**src/hdl/scf_pkg.sv**
```systemverilog
// constants shared by the smart card frame engine
`default_nettype none
package scf_pkg;
  // clock and timing
  localparam int unsigned CLK_HZ           = 20000000;
  localparam int unsigned CARD_CLK_HALF_NS = 100;
  localparam int unsigned CARD_CLK_HALF_CYC = (CARD_CLK_HALF_NS * (CLK_HZ / 1000000) + 999) / 1000;
  localparam logic [15:0] ETU_CYC_RST      = 16'h05d0;
  // frame positions, in elementary time units
  localparam logic [3:0]  IDX_PARITY       = 4'h9;
  localparam logic [3:0]  IDX_ERR_WIN      = 4'ha;
  localparam logic [3:0]  IDX_GUARD_END    = 4'hb;
  // register byte offsets
  localparam logic [7:0]  OFS_MODE         = 8'h00;
  localparam logic [7:0]  OFS_CTRL         = 8'h04;
  localparam logic [7:0]  OFS_STATUS       = 8'h08;
  localparam logic [7:0]  OFS_TXDATA       = 8'h0c;
  localparam logic [7:0]  OFS_RXDATA       = 8'h10;
  localparam logic [7:0]  OFS_ETU          = 8'h14;
  localparam logic [7:0]  OFS_PORT         = 8'h18;
  // serial_mode_reg fields
  localparam int unsigned MB_SMART         = 0;
  localparam int unsigned MB_HOLD          = 1;
  localparam int unsigned MB_ODD           = 2;
  localparam int unsigned MB_SYNC          = 3;
  // serial_control_reg fields
  localparam int unsigned CB_CLK_EN        = 0;
  localparam int unsigned CB_CLK_LVL       = 1;
  localparam int unsigned CB_TX_END_INT_ENABLE          = 2;
  localparam int unsigned CB_RCV           = 3;
  localparam int unsigned CB_XMIT          = 4;
  localparam int unsigned CB_RIE           = 5;
  localparam int unsigned CB_TIE           = 6;
  // serial_status_reg fields
  localparam int unsigned SB_TX_END_FLAG          = 0;
  localparam int unsigned SB_PER           = 1;
  localparam int unsigned SB_FER           = 2;
  localparam int unsigned SB_OVERRUN_FLAG          = 3;
  localparam int unsigned SB_RFULL         = 4;
  localparam int unsigned SB_TEMPTY        = 5;
  localparam int unsigned SB_ERS           = 6;
  localparam logic [6:0]  STATUS_RST       = 7'h21;
  // port latch fields
  localparam int unsigned PB_OUT           = 0;
  localparam int unsigned PB_DIR           = 1;

  typedef enum logic [2:0] {
    TX_IDLE  = 3'b001,
    TX_BITS  = 3'b010,
    TX_GUARD = 3'b100
  } scf_tx_state_t;

  typedef enum logic [2:0] {
    RX_IDLE = 3'b001,
    RX_BITS = 3'b010,
    RX_SIG  = 3'b100
  } scf_rx_state_t;
endpackage : scf_pkg
`default_nettype wire

```
**src/hdl/scf_clk_if.sv**
```systemverilog
// card clock control between engine and clock generator
`default_nettype none
interface scf_clk_if;
  logic run;
  logic level;
  logic hold;
  logic clk;
  modport ctl (output run, output level, output hold, input clk);
  modport gen (input run, input level, input hold, output clk);
endinterface : scf_clk_if
`default_nettype wire

```
**src/hdl/scf_clkgen.sv**
```systemverilog
// card clock generator with glitch-free restart, and glitch-free stop in hold mode
`default_nettype none
module scf_clkgen (
  input  wire logic  clk_i,
  input  wire logic  reset_i,
  scf_clk_if.gen     cif
);
  import scf_pkg::*;

  localparam logic [7:0] HALF_M1 = 8'(CARD_CLK_HALF_CYC - 1);

  logic [7:0] cnt_q;
  logic       clk_q;
  logic       tick;
  logic       idle;

  assign tick  = (cnt_q == HALF_M1);
  // parked at the fixed level: counter held so a restart begins a full half
  assign idle  = !cif.run && (clk_q == cif.level);
  assign cif.clk = clk_q;

  always_ff @(posedge clk_i) begin
    if (reset_i || idle || tick) begin
      cnt_q <= 8'h00;
    end else begin
      cnt_q <= cnt_q + 8'h01;
    end
  end

  always_ff @(posedge clk_i) begin
    if (reset_i) begin
      clk_q <= 1'b0;
    end else if (!cif.hold && !cif.run) begin
      // without hold mode the level follows at once and may cut a pulse
      clk_q <= cif.level;
    end else if (tick && (cif.run || clk_q != cif.level)) begin
      // finish the current half before parking: no short pulse
      clk_q <= !clk_q;
    end
  end
endmodule : scf_clkgen
`default_nettype wire

```
**src/hdl/scf_engine.sv**
```systemverilog
// smart card serial frame engine with apb registers
//
// The address map and register access over APB were decided locally.
`default_nettype none
module scf_engine (
  input  wire logic        clk_i,
  input  wire logic        reset_i,
  input  wire logic        psel_i,
  input  wire logic        penable_i,
  input  wire logic        pwrite_i,
  input  wire logic [7:0]  paddr_i,
  input  wire logic [31:0] pwdata_i,
  output var  logic [31:0] prdata_o,
  output logic             pready_o,
  output logic             pslverr_o,
  input  wire logic        data_i,
  output var  logic        data_o,
  output var  logic        data_oe_o,
  output logic             card_clk_o,
  output logic             error_irq_o,
  output logic             rx_irq_o,
  output logic             tx_irq_o,
  output logic             tx_end_irq_o
);
  import scf_pkg::*;

  function automatic logic reg_hit(input logic [7:0] addr, input logic [7:0] ofs);
    reg_hit = (addr == ofs);
  endfunction : reg_hit

  // registers
  logic [3:0]    serial_mode_reg_q;
  logic [6:0]    serial_control_reg_q;
  logic [6:0]    serial_status_reg_q;
  logic [7:0]    tx_data_reg_q;
  logic [7:0]    rx_data_reg_q;
  logic [15:0]   etu_q;
  logic [1:0]    port_q;
  logic [1:0]    data_sync_q;
  // transmitter
  scf_tx_state_t tx_state_q;
  logic [15:0]   tx_cnt_q;
  logic [3:0]    tx_idx_q;
  logic [7:0]    tx_shift_reg_q;
  logic          tx_par_q;
  logic          tx_err_q;
  // receiver
  scf_rx_state_t rx_state_q;
  logic [15:0]   rx_cnt_q;
  logic [3:0]    rx_idx_q;
  logic [7:0]    rx_sh_q;

  logic wr_en, rd_en, mapped, data_s;
  logic smart, hold, odd, sync_md, xmit_on, rcv_on;
  logic rx_err_any, tx_start, tx_etu_end, rx_etu_end, rx_mid;
  logic tx_load_p, tx_err_p, tx_done_p;
  logic rx_store_p, rx_ok_p, rx_per_p, rx_fer_p, rx_ovr_p;
  logic tx_low, rx_drive_low, rx_bit_par_err;
  logic [6:0] st_set, st_clr;

  scf_clk_if cif ();

  assign data_s  = data_sync_q[1];
  assign smart   = serial_mode_reg_q[MB_SMART];
  assign hold    = serial_mode_reg_q[MB_HOLD];
  assign odd     = serial_mode_reg_q[MB_ODD];
  assign sync_md = serial_mode_reg_q[MB_SYNC];
  assign xmit_on = serial_control_reg_q[CB_XMIT];
  assign rcv_on  = serial_control_reg_q[CB_RCV];

  // apb slave: zero wait states, data latched in the setup cycle
  assign mapped = reg_hit(paddr_i, OFS_MODE) || reg_hit(paddr_i, OFS_CTRL) || reg_hit(paddr_i, OFS_STATUS) ||
                  reg_hit(paddr_i, OFS_TXDATA) || reg_hit(paddr_i, OFS_RXDATA) || reg_hit(paddr_i, OFS_ETU) ||
                  reg_hit(paddr_i, OFS_PORT);
  assign wr_en     = psel_i && penable_i && pwrite_i;
  assign rd_en     = psel_i && !penable_i && !pwrite_i;
  assign pready_o  = 1'b1;
  assign pslverr_o = psel_i && penable_i && !mapped;

  always_ff @(posedge clk_i) begin
    if (reset_i) begin
      prdata_o <= 32'h0000_0000;
    end else if (rd_en) begin
      prdata_o <= 32'h0000_0000;
      if (reg_hit(paddr_i, OFS_MODE))   prdata_o <= {28'h000_0000, serial_mode_reg_q};
      if (reg_hit(paddr_i, OFS_CTRL))   prdata_o <= {25'h000_0000, serial_control_reg_q};
      if (reg_hit(paddr_i, OFS_STATUS)) prdata_o <= {25'h000_0000, serial_status_reg_q};
      if (reg_hit(paddr_i, OFS_TXDATA)) prdata_o <= {24'h00_0000, tx_data_reg_q};
      if (reg_hit(paddr_i, OFS_RXDATA)) prdata_o <= {24'h00_0000, rx_data_reg_q};
      if (reg_hit(paddr_i, OFS_ETU))    prdata_o <= {16'h0000, etu_q};
      if (reg_hit(paddr_i, OFS_PORT))   prdata_o <= {30'h0000_0000, port_q};
    end
  end

  always_ff @(posedge clk_i) begin
    if (reset_i) begin
      serial_mode_reg_q    <= 4'h0;
      serial_control_reg_q <= 7'h00;
      etu_q                <= ETU_CYC_RST;
      port_q               <= 2'h0;
      tx_data_reg_q        <= 8'h00;
    end else if (wr_en) begin
      if (reg_hit(paddr_i, OFS_MODE))   serial_mode_reg_q    <= pwdata_i[3:0];
      if (reg_hit(paddr_i, OFS_CTRL))   serial_control_reg_q <= pwdata_i[6:0];
      if (reg_hit(paddr_i, OFS_ETU))    etu_q                <= (pwdata_i[15:0] < 16'h0004) ? 16'h0004 : pwdata_i[15:0];
      if (reg_hit(paddr_i, OFS_PORT))   port_q               <= pwdata_i[1:0];
      if (reg_hit(paddr_i, OFS_TXDATA)) tx_data_reg_q        <= pwdata_i[7:0];
    end
  end

  // status flags: hardware set wins over a software clear in the same cycle
  always_comb begin
    st_clr = 7'h00;
    if (wr_en && reg_hit(paddr_i, OFS_STATUS)) begin
      st_clr = ~pwdata_i[6:0];
    end
    if (wr_en && reg_hit(paddr_i, OFS_TXDATA)) begin
      st_clr[SB_TEMPTY] = 1'b1;
      st_clr[SB_TX_END_FLAG]   = 1'b1;
    end
    st_set              = 7'h00;
    st_set[SB_ERS]      = tx_err_p;
    st_set[SB_TX_END_FLAG]     = tx_done_p;
    st_set[SB_TEMPTY]   = smart ? tx_done_p : tx_load_p;
    st_set[SB_PER]      = rx_per_p;
    st_set[SB_FER]      = rx_fer_p;
    st_set[SB_OVERRUN_FLAG]     = rx_ovr_p;
    st_set[SB_RFULL]    = rx_ok_p;
  end

  // rcv_on does not touch the flags, so clearing it keeps them
  always_ff @(posedge clk_i) begin
    if (reset_i) begin
      serial_status_reg_q <= STATUS_RST;
    end else begin
      serial_status_reg_q <= (serial_status_reg_q & ~st_clr) | st_set;
    end
  end

  // interrupt requests are levels that last while their flag stands, tx end only in normal mode while tx irq is low
  always_comb begin
    if (smart) begin
      error_irq_o  = serial_control_reg_q[CB_RIE] && (serial_status_reg_q[SB_OVERRUN_FLAG] ||
                     serial_status_reg_q[SB_PER] || serial_status_reg_q[SB_ERS]);
      tx_irq_o     = serial_control_reg_q[CB_TIE] && serial_status_reg_q[SB_TX_END_FLAG];
      tx_end_irq_o = 1'b0;
    end else begin
      error_irq_o  = serial_control_reg_q[CB_RIE] && (serial_status_reg_q[SB_OVERRUN_FLAG] ||
                     serial_status_reg_q[SB_PER] || serial_status_reg_q[SB_FER]);
      tx_irq_o     = serial_control_reg_q[CB_TIE] && serial_status_reg_q[SB_TEMPTY];
      tx_end_irq_o = serial_control_reg_q[CB_TX_END_INT_ENABLE] && serial_status_reg_q[SB_TX_END_FLAG] && !tx_irq_o;
    end
    rx_irq_o = serial_control_reg_q[CB_RIE] && serial_status_reg_q[SB_RFULL];
  end

  // line synchroniser
  always_ff @(posedge clk_i) begin
    if (reset_i) begin
      data_sync_q <= 2'b11;
    end else begin
      data_sync_q <= {data_sync_q[0], data_i};
    end
  end

  // transmitter
  assign rx_err_any = serial_status_reg_q[SB_OVERRUN_FLAG] || serial_status_reg_q[SB_PER] || serial_status_reg_q[SB_FER];
  assign tx_start   = !serial_status_reg_q[SB_TEMPTY] && !(sync_md && rx_err_any);
  assign tx_etu_end = (tx_cnt_q == etu_q - 16'h0001);
  assign tx_load_p  = (tx_state_q == TX_IDLE) && tx_start && xmit_on;
  assign tx_err_p   = (tx_state_q == TX_GUARD) && tx_etu_end && (tx_idx_q == IDX_ERR_WIN) && !data_s;
  // sampled at 11 etu; tx-end at 11 etu in smart hold mode, 12 etu in smart mode without hold, 10 etu in normal mode
  assign tx_done_p  = ((tx_state_q == TX_GUARD) && tx_etu_end && (hold ? (tx_idx_q == IDX_ERR_WIN && data_s) :
                      (tx_idx_q == IDX_GUARD_END && !tx_err_q))) ||
                      (!smart && (tx_state_q == TX_BITS) && tx_etu_end && (tx_idx_q == IDX_PARITY));

  always_ff @(posedge clk_i) begin
    if (reset_i || !xmit_on) begin
      tx_state_q     <= TX_IDLE;
      tx_cnt_q       <= 16'h0000;
      tx_idx_q       <= 4'h0;
      tx_shift_reg_q <= 8'h00;
      tx_par_q       <= 1'b0;
      tx_err_q       <= 1'b0;
    end else begin
      case (tx_state_q)
        TX_IDLE: begin
          tx_cnt_q <= 16'h0000;
          tx_idx_q <= 4'h0;
          if (tx_start) begin
            tx_shift_reg_q <= tx_data_reg_q;
            tx_par_q       <= ^tx_data_reg_q ^ odd;
            tx_state_q     <= TX_BITS;
          end
        end
        TX_BITS: begin
          tx_cnt_q <= tx_etu_end ? 16'h0000 : tx_cnt_q + 16'h0001;
          if (tx_etu_end) begin
            tx_idx_q <= tx_idx_q + 4'h1;
            if (tx_idx_q != 4'h0) begin
              tx_shift_reg_q <= {1'b1, tx_shift_reg_q[7:1]};
            end
            if (tx_idx_q == IDX_PARITY) begin
              tx_state_q <= smart ? TX_GUARD : TX_IDLE;
              tx_err_q   <= 1'b0;
            end
          end
        end
        TX_GUARD: begin
          tx_cnt_q <= tx_etu_end ? 16'h0000 : tx_cnt_q + 16'h0001;
          if (tx_etu_end) begin
            tx_idx_q <= tx_idx_q + 4'h1;
            if (tx_idx_q == IDX_ERR_WIN) begin
              tx_err_q <= !data_s;
            end
            if (tx_idx_q == IDX_GUARD_END) begin
              // resend from 12 etu: two etu after the parity bit ended
              if (tx_err_q) begin
                tx_shift_reg_q <= tx_data_reg_q;
                tx_par_q       <= ^tx_data_reg_q ^ odd;
                tx_idx_q       <= 4'h0;
                tx_state_q     <= TX_BITS;
              end else begin
                tx_state_q <= TX_IDLE;
              end
            end
          end
        end
        default: begin
          tx_state_q <= TX_IDLE;
        end
      endcase
    end
  end

  // bit on the line: start low, data lsb first, then parity or stop
  always_comb begin
    tx_low = 1'b0;
    if (tx_state_q == TX_BITS) begin
      if (tx_idx_q == 4'h0) begin
        tx_low = 1'b1;
      end else if (tx_idx_q == IDX_PARITY) begin
        tx_low = smart && !tx_par_q;
      end else begin
        tx_low = !tx_shift_reg_q[0];
      end
    end
  end

  // receiver; starts on a low level, not an edge, so a break keeps framing
  assign rx_etu_end     = (rx_cnt_q == etu_q - 16'h0001);
  assign rx_mid         = (rx_cnt_q == {1'b0, etu_q[15:1]});
  assign rx_bit_par_err = ^{rx_sh_q, data_s} ^ odd;
  assign rx_store_p     = (rx_state_q == RX_BITS) && rx_mid && (rx_idx_q == IDX_PARITY);
  assign rx_per_p       = rx_store_p && smart && rx_bit_par_err;
  assign rx_fer_p       = rx_store_p && !smart && !data_s;
  assign rx_ovr_p       = rx_store_p && !rx_per_p && !rx_fer_p && serial_status_reg_q[SB_RFULL];
  assign rx_ok_p        = rx_store_p && !rx_per_p && !rx_fer_p && !serial_status_reg_q[SB_RFULL];
  assign rx_drive_low   = (rx_state_q == RX_SIG) && (rx_idx_q == 4'h1);

  always_ff @(posedge clk_i) begin
    if (reset_i || !rcv_on) begin
      rx_state_q <= RX_IDLE;
      rx_cnt_q   <= 16'h0000;
      rx_idx_q   <= 4'h0;
      rx_sh_q    <= 8'h00;
    end else begin
      case (rx_state_q)
        RX_IDLE: begin
          rx_cnt_q <= 16'h0000;
          rx_idx_q <= 4'h0;
          if (!data_s) begin
            rx_state_q <= RX_BITS;
          end
        end
        RX_BITS: begin
          rx_cnt_q <= rx_etu_end ? 16'h0000 : rx_cnt_q + 16'h0001;
          if (rx_etu_end) begin
            rx_idx_q <= rx_idx_q + 4'h1;
          end
          if (rx_mid) begin
            if (rx_idx_q == 4'h0 && data_s) begin
              rx_state_q <= RX_IDLE;
            end else if (rx_idx_q == IDX_PARITY) begin
              // error signal window counted from the parity sample at 9.5 etu
              rx_state_q <= rx_per_p ? RX_SIG : RX_IDLE;
              rx_cnt_q   <= 16'h0000;
              rx_idx_q   <= 4'h0;
            end else if (rx_idx_q != 4'h0) begin
              rx_sh_q <= {data_s, rx_sh_q[7:1]};
            end
          end
        end
        RX_SIG: begin
          rx_cnt_q <= rx_etu_end ? 16'h0000 : rx_cnt_q + 16'h0001;
          if (rx_etu_end) begin
            rx_idx_q <= rx_idx_q + 4'h1;
            if (rx_idx_q == 4'h1) begin
              rx_state_q <= RX_IDLE;
            end
          end
        end
        default: begin
          rx_state_q <= RX_IDLE;
        end
      endcase
    end
  end

  // overrun keeps the unread byte; a parity error still delivers it
  always_ff @(posedge clk_i) begin
    if (reset_i) begin
      rx_data_reg_q <= 8'h00;
    end else if (rx_store_p && !rx_ovr_p) begin
      rx_data_reg_q <= rx_sh_q;
    end
  end

  // open-drain line: off xmit, the port latches own the pin except while the receiver drives its error signal
  always_ff @(posedge clk_i) begin
    if (reset_i) begin
      data_o    <= 1'b1;
      data_oe_o <= 1'b0;
    end else if (rx_drive_low || (xmit_on && tx_low)) begin
      data_o    <= 1'b0;
      data_oe_o <= 1'b1;
    end else begin
      data_o    <= xmit_on ? 1'b1 : port_q[PB_OUT];
      data_oe_o <= xmit_on ? 1'b0 : port_q[PB_DIR];
    end
  end

  // card clock
  assign cif.run    = serial_control_reg_q[CB_CLK_EN];
  assign cif.level  = serial_control_reg_q[CB_CLK_LVL];
  assign cif.hold   = hold;
  assign card_clk_o = cif.clk;

  scf_clkgen u_clkgen (
    .clk_i   (clk_i),
    .reset_i (reset_i),
    .cif     (cif)
  );
endmodule : scf_engine
`default_nettype wire

```
**config.mk**
```make
export PLATFORM = sky130hd
export DESIGN_NAME = scf_engine
export DESIGN_NICKNAME = d
export VERILOG_FILES = /design/src/hdl/scf_pkg.sv /design/src/hdl/scf_clk_if.sv /design/src/hdl/scf_clkgen.sv /design/src/hdl/scf_engine.sv
export SDC_FILE = /design/constraint.sdc
export NUM_CORES = 1
export LEC_CHECK = 0
export ABC_AREA = 1
export BUFFER_PORTS_ARGS = -buffer_cell sky130_fd_sc_hd__buf_2
export CORE_UTILIZATION = 40
export DETAILED_ROUTE_END_ITERATION = 6
export PLACE_DENSITY = 0.55
export SYNTH_ARGS = -nofsm -noshare
export SYNTH_HDL_FRONTEND = slang
export SYNTH_HIERARCHICAL = 1
export SYNTH_SLANG_ARGS = --single-unit
```
**constraint.sdc**
```tcl
create_clock -name clk_i -period 6.05 [get_ports clk_i]
set_input_delay 1.21 -clock clk_i [delete_from_list [all_inputs] [get_ports clk_i]]
set_output_delay 1.21 -clock clk_i [all_outputs]
set_load 0.01 [all_outputs]
```
; ---- Yosys cells after proc, flatten, opt, wreduce, memory -nomap -nowiden
; Cells that the tools add are included.
[word_totals]
register_bits = 161
inputBits = 46
out_inout_bits = 41
[classes]
add_sub_neg = 6
magnitude_cmp = 1
eq_ne = 36
mux = 75
bitwise_logic = 8
n_reduce_logical = 107
[op_table]
columns = op, count
row1 = $mux 32, 6
row2 = $mux 16, 6
row3 = $mux 8, 6
row4 = $pmux 16 s3, 1
row5 = $logic_and 1x1->1, 45
row6 = $mux 3, 13
row7 = $mux 4, 9
row8 = $add 16x1->16 const B, 2
row9 = $eq 16x16->1, 2
row10 = $pmux 16 s2, 1
row11 = $reduce_and 5->1, 5
row12 = $eq 8x5->1 const B, 3
row13 = $mux 1, 24
row14 = $pmux 4 s3, 2
row15 = $pmux 8 s3, 1
row16 = $logic_not 1->1, 20
row17 = $pmux 3 s3, 2
row18 = $eq 16x15->1, 1
row19 = $eq 4x4->1 const B, 4
row20 = $eq 8x4->1 const B, 2
row21 = $logic_or 1x1->1, 16
row22 = $lt 16x3->1 const B, 1
row23 = $sub 16x1->16 const B, 1
row24 = $ne 2x2->1 const B, 7
row25 = 31 further kinds, 53

; ---- Longest topological paths before layout
[depth]
depth_word = 11
depth_mapped = 19
mapped_depth_nobuf = 18

; ---- Cells and area by module
; The synthesis kept the hierarchy.
[by_module_without_submodules]
columns = module, instances, cells_per_inst, area_per_inst_um2, seq_area_each_um2
row1 = scf_engine, 1, 1263, 8399.3, 2722.6
row2 = scf_clkgen, 1, 63, 470.5, 180.2

; ---- Worst setup path after synthesis
; No wires, ideal clock.
[synth_timing]
kind = input -> output
from = input port paddr_i[3]
to = output port pslverr_o
arrival_time_ns = 1.766
setup_slack_ns = 3.074
path_stages = 3
n_path_buf = 0
cell_sequence = inv_1 o311a_1 nor2_1
[synth_between]
elab_chain_len = 9
elab_cells_between_ends = 15
classes_between = 6 x eq/ne / 9 x reduce/logical
[synth_rtl]
columns = item, line
row1 = "start, declared", scf_engine.sv:11  ; input wire logic [7:0] paddr_i,
row2 = $eq 8x3->1 / $logic_not 8->1 (equally long branches), scf_engine.sv:28  ; reg_hit = (addr == ofs);
row3 = $logic_or 1x1->1 (3 in a row), scf_engine.sv:72  ; assign mapped = reg_hit(paddr_i, OFS_MODE) || reg_hit(paddr_i, OFS_CTRL) || reg_hit(paddr_i, OFS_STATUS) ||
row4 = $logic_or 1x1->1 (2 in a row), scf_engine.sv:73  ; reg_hit(paddr_i, OFS_TXDATA) || reg_hit(paddr_i, OFS_RXDATA) || reg_hit(paddr_i, OFS_ETU) ||
row5 = $logic_or 1x1->1 (*), scf_engine.sv:73
row6 = $logic_not 1->1 (*), scf_engine.sv:78  ; assign pslverr_o = psel_i && penable_i && !mapped;
row7 = $logic_and 1x1->1 (*), scf_engine.sv:78
row8 = "end, declared", scf_engine.sv:15  ; output logic pslverr_o,
; Every way passes the cells marked *; elsewhere a longest branch is shown, timed or not.

; ---- Worst setup path in the final report
[layout_timing]
from = input port paddr_i[1]
to = register etu_q[9]
[layout_between]
elab_chain_len = 2
[layout_rtl]
columns = item, line
row1 = $eq 8x5->1, scf_engine.sv:28
row2 = $reduce_and 2->1 (no source line), n/a
row3 = "end signal, assigned", scf_engine.sv:105  ; if (reg_hit(paddr_i, OFS_ETU)) etu_q <= (pwdata_i[15:0] < 16'h0004) ? 16'h0004 : pwdata_i[15:0];
row4 = "end, declared", scf_engine.sv:37  ; logic [15:0] etu_q;
; Every way passes these cells.
; A chain may end at the register's enable or synchronous reset.

==> metrics.yaml <==
area_growth_pct: 10.6
drive_gt1_share_pct: 12.5
pin_count: 87
globalplace.congestion: 0.912
path_class: "in2reg"
grt_max_degree: 40
clk_pin_slew_worst_paths_ps: 60
ff2ff_setup_slack_ps: 3130
dp_cells: 1622
root_buffer: "clkbuf_16"
ir_drop_uv: 165
post-cts-setup-buffers: 0
grt_pass1_vias: 7544
r2r_cells: 10
cts_buffers: 17
drt_pre_antenna_iters: 6
max_freq_mhz: 295
num_antenna_cells: 0
wl_mm: 25.5
die_w_um: 151
synthDistinctLibCells: 56
yosysWarningCount: 6
finalHoldViolCount: 0
p_per_area_nw_per_um2: 211
place_ws_ps: 2220
tightest_slew_ps: 1010
maxCapViolCount: 0
holdWs_ps: 412
avgViaCountPerCell: 5.11
synth_edf_count: 0
setup_viol: 0
wl_per_cell_um: 15.5
cts-resized-gates: 0
coreArea_um2: 21800
ant_nets: 0
initial_core_util_pct: 40.8
finalCritPeriodShare_pct: 56.1
leakage_nw: 4.00
ys.flop_type: "dfxtp_1"
r2r-end: "tx_shift_reg_q[3]"
multiInputGateArea_um2: 5000
dpl.hpwl_mm: 19.4
slew_headroom_pct: 32.7
grt-ovfl-total: 0
htreeDepth: 4
synthCells: 1326
setup-tns-final_ps: 0
regArea_um2: 2900
grt_usage_pct: 22.9
grt_antenna_before_repair: 0
min_path_type: "reg2reg"
numPortBuffers: 53
cp.required_ps: 6350
clk_latency_ps: 430
cp_max_fo: 18
cp-startpoint: "paddr_i[1]"
post-route-min-period_ps: 3390
syn-cell-area_um2: 8870
dieArea_um2: 22800
r2r-start: "tx_state_q[1]"
drt_iter0_markers: 472
end_kind: "flop"
dr_total_vias: 8451
rsz0062_at_grt: "no"
grt_pass1_wl_mm: 40.1
cts_tree: "built"
fill_cells: 2292
stdcell_count: 1653
seq_area_frac_synth_pct: 32.7
report.final.slew_viol_count: 0
ys_seq_elements: 145
start_kind: "input pin"
cp-endpoint: "etu_q[9]"
nNetsFinal: 1419
avgSynthCellArea_um2: 6.69
cts_sinks: 145
synthArstFlopShare_pct: 0
crit_arrival_ps: 3690
fin_skew_ps: 10.6
route.detailed.drc: 0
clk_path_buf_depth: 2
hold_buffers: 0
total_power_mw: 2.07
num_rows: 54
die_height_um: 151
status: "finished, final reports clean"
setup_ws_ps: 2660
==> how the worst min path moves through the flow <==
stage / startpoint / end / slack [ps] / depth (start not counted)
after global placement: data_sync_q[0] / data_sync_q[1] / 400 / 1
after detailed placement: data_sync_q[0] / data_sync_q[1] / 400 / 1
after CTS: data_sync_q[0] / data_sync_q[1] / 420 / 1
final: data_sync_q[0] / data_sync_q[1] / 410 / 1
after global routing: data_sync_q[0] / data_sync_q[1] / 440 / 1
after floorplan: data_sync_q[0] / data_sync_q[1] / 390 / 1
==> power breakdown <==
group | internal (mW) | switching [mW] | leakage [nW] | total [mW]
Combinational | 0.0143 | 0.0378 | 2.54 | 0.0521
Clock | 0.635 | 0.423 | 0.288 | 1.06
Sequential | 0.956 | 0.00142 | 1.17 | 0.957
==> state kept, by name (all words and copies together), names as in the netlist, 7 cells and up <==
| register | cells |
|---|---|
| tx_shift_reg_q | 8 |
| u_clkgen/cnt_q | 8 |
| serial_status_reg_q | 7 |
| prdata_o | 16 |
| tx_data_reg_q | 8 |
| rx_sh_q | 8 |
| rx_data_reg_q | 8 |
| etu_q | 16 |
| serial_control_reg_q | 7 |
| rx_cnt_q | 16 |
| tx_cnt_q | 16 |
==> metrics by stage <==
stage / cell area [um^2] / util (%)
final: 9810 / 45.1
after detailed placement: 9230 / 42.4
after floorplan: 8930 / -
after global placement: 9230 / 42.4
after global routing: 9810 / 45.1
after CTS: 9810 / 45.1
==> routing by layer <==
metal	global-route usage, %	vias up	part of all wire (%)
li1	-	4340	-
met1	30.1	3877	46
met2	38.9	204	48
met3	3.07	30	4.2
met4	6.75	0	1.7
met5	0	-	0
==> logic make-up (layout without fill, tap and decap cells) <==
| logic type | after synthesis | in the layout | synth area share, % |
|---|---|---|---|
| adder cells (fa/ha/maj) | 12 | 12 | 1.69 |
| XOR/XNOR | 38 | 38 | 3.75 |
| other | 2 | 17 | 0.0847 |
| AO/OA/AOI/OAI | 249 | 249 | 16.0 |
| buffers and inverters | 237 | 269 | 11.6 |
| AND/OR/NAND/NOR | 643 | 643 | 34.2 |
| flip-flops | 145 | 145 | 32.7 |
==> Yosys cell counts (3+ instances only) <==
cell type	instances	area, um^2
nand4_1	23	144
a31oi_1	5	31.3
xor2_1	21	184
nand3_2	12	120
o211ai_1	7	52.6
buf_4	18	135
xnor2_1	17	149
ha_1	12	150
nor2_8	3	60.1
or2_2	6	37.5
nor3_1	19	95.1
a21oi_2	10	87.6
buf_2	8	40.0
o2111ai_1	3	26.3
nor4_1	3	18.8
nand2_1	304	1140
nand3_1	106	531
a22oi_1	3	22.5
nand3b_1	7	52.6
o221ai_1	4	35.0
nor3_2	4	40.0
nor2_1	115	432
nand2_2	9	56.3
nor2_4	10	113
buf_6	4	45.0
a21oi_1	111	556
dfxtp_1	145	2900
clkinv_1	3	11.3
inv_2	8	30.0
a211oi_1	4	30.0
o21ai_1	3	15.0
inv_1	168	631
o22ai_1	7	43.8
clkbuf_1	23	86.3
nand2_4	5	56.3
o21ai_0	83	415
nor2_2	9	56.3
==> area by class of cell <==
| type | count | area share (%) |
|---|---|---|
| clock inverter | 10 | 1.12 |
| timing repair buffer | 58 | 3.09 |
| tap | 280 | 3.57 |
| inverter | 180 | 6.91 |
| clock buffer | 21 | 4.79 |
| multi-input combinational | 959 | 50.9 |
| sequential | 145 | 29.6 |
==> placed cells by master (no fill, tap or decap), types with 9 or more instances in the layout <==
master | Yosys | layout
o21ai_0 | 83 | 83
nand4_1 | 23 | 23
nand3_2 | 12 | 12
nand3_1 | 106 | 106
conb_1 | 2 | 17
xnor2_1 | 17 | 17
nor3_1 | 19 | 19
dfxtp_1 | 145 | 145
inv_1 | 168 | 168
nor2_4 | 10 | 10
nand2_1 | 304 | 304
nor2_2 | 9 | 10
a21oi_2 | 10 | 10
clkbuf_16 | 0 | 17
a21oi_1 | 111 | 111
buf_2 | 8 | 53
nor2_1 | 115 | 114
ha_1 | 12 | 12
nand2_2 | 9 | 9
xor2_1 | 21 | 21
==> critical path, cell delays in order <==
cell	delay, ps
buf_2	90
nor2_1	190
nand2_1	140
nor2_2	240
inv_1	70
nor2_1	270
inv_1	200
nor2_4	310
clkinv_1	520
o21ai_0	370
a21oi_1	60
No activity file was read; power rests on OpenSTA's default activity.
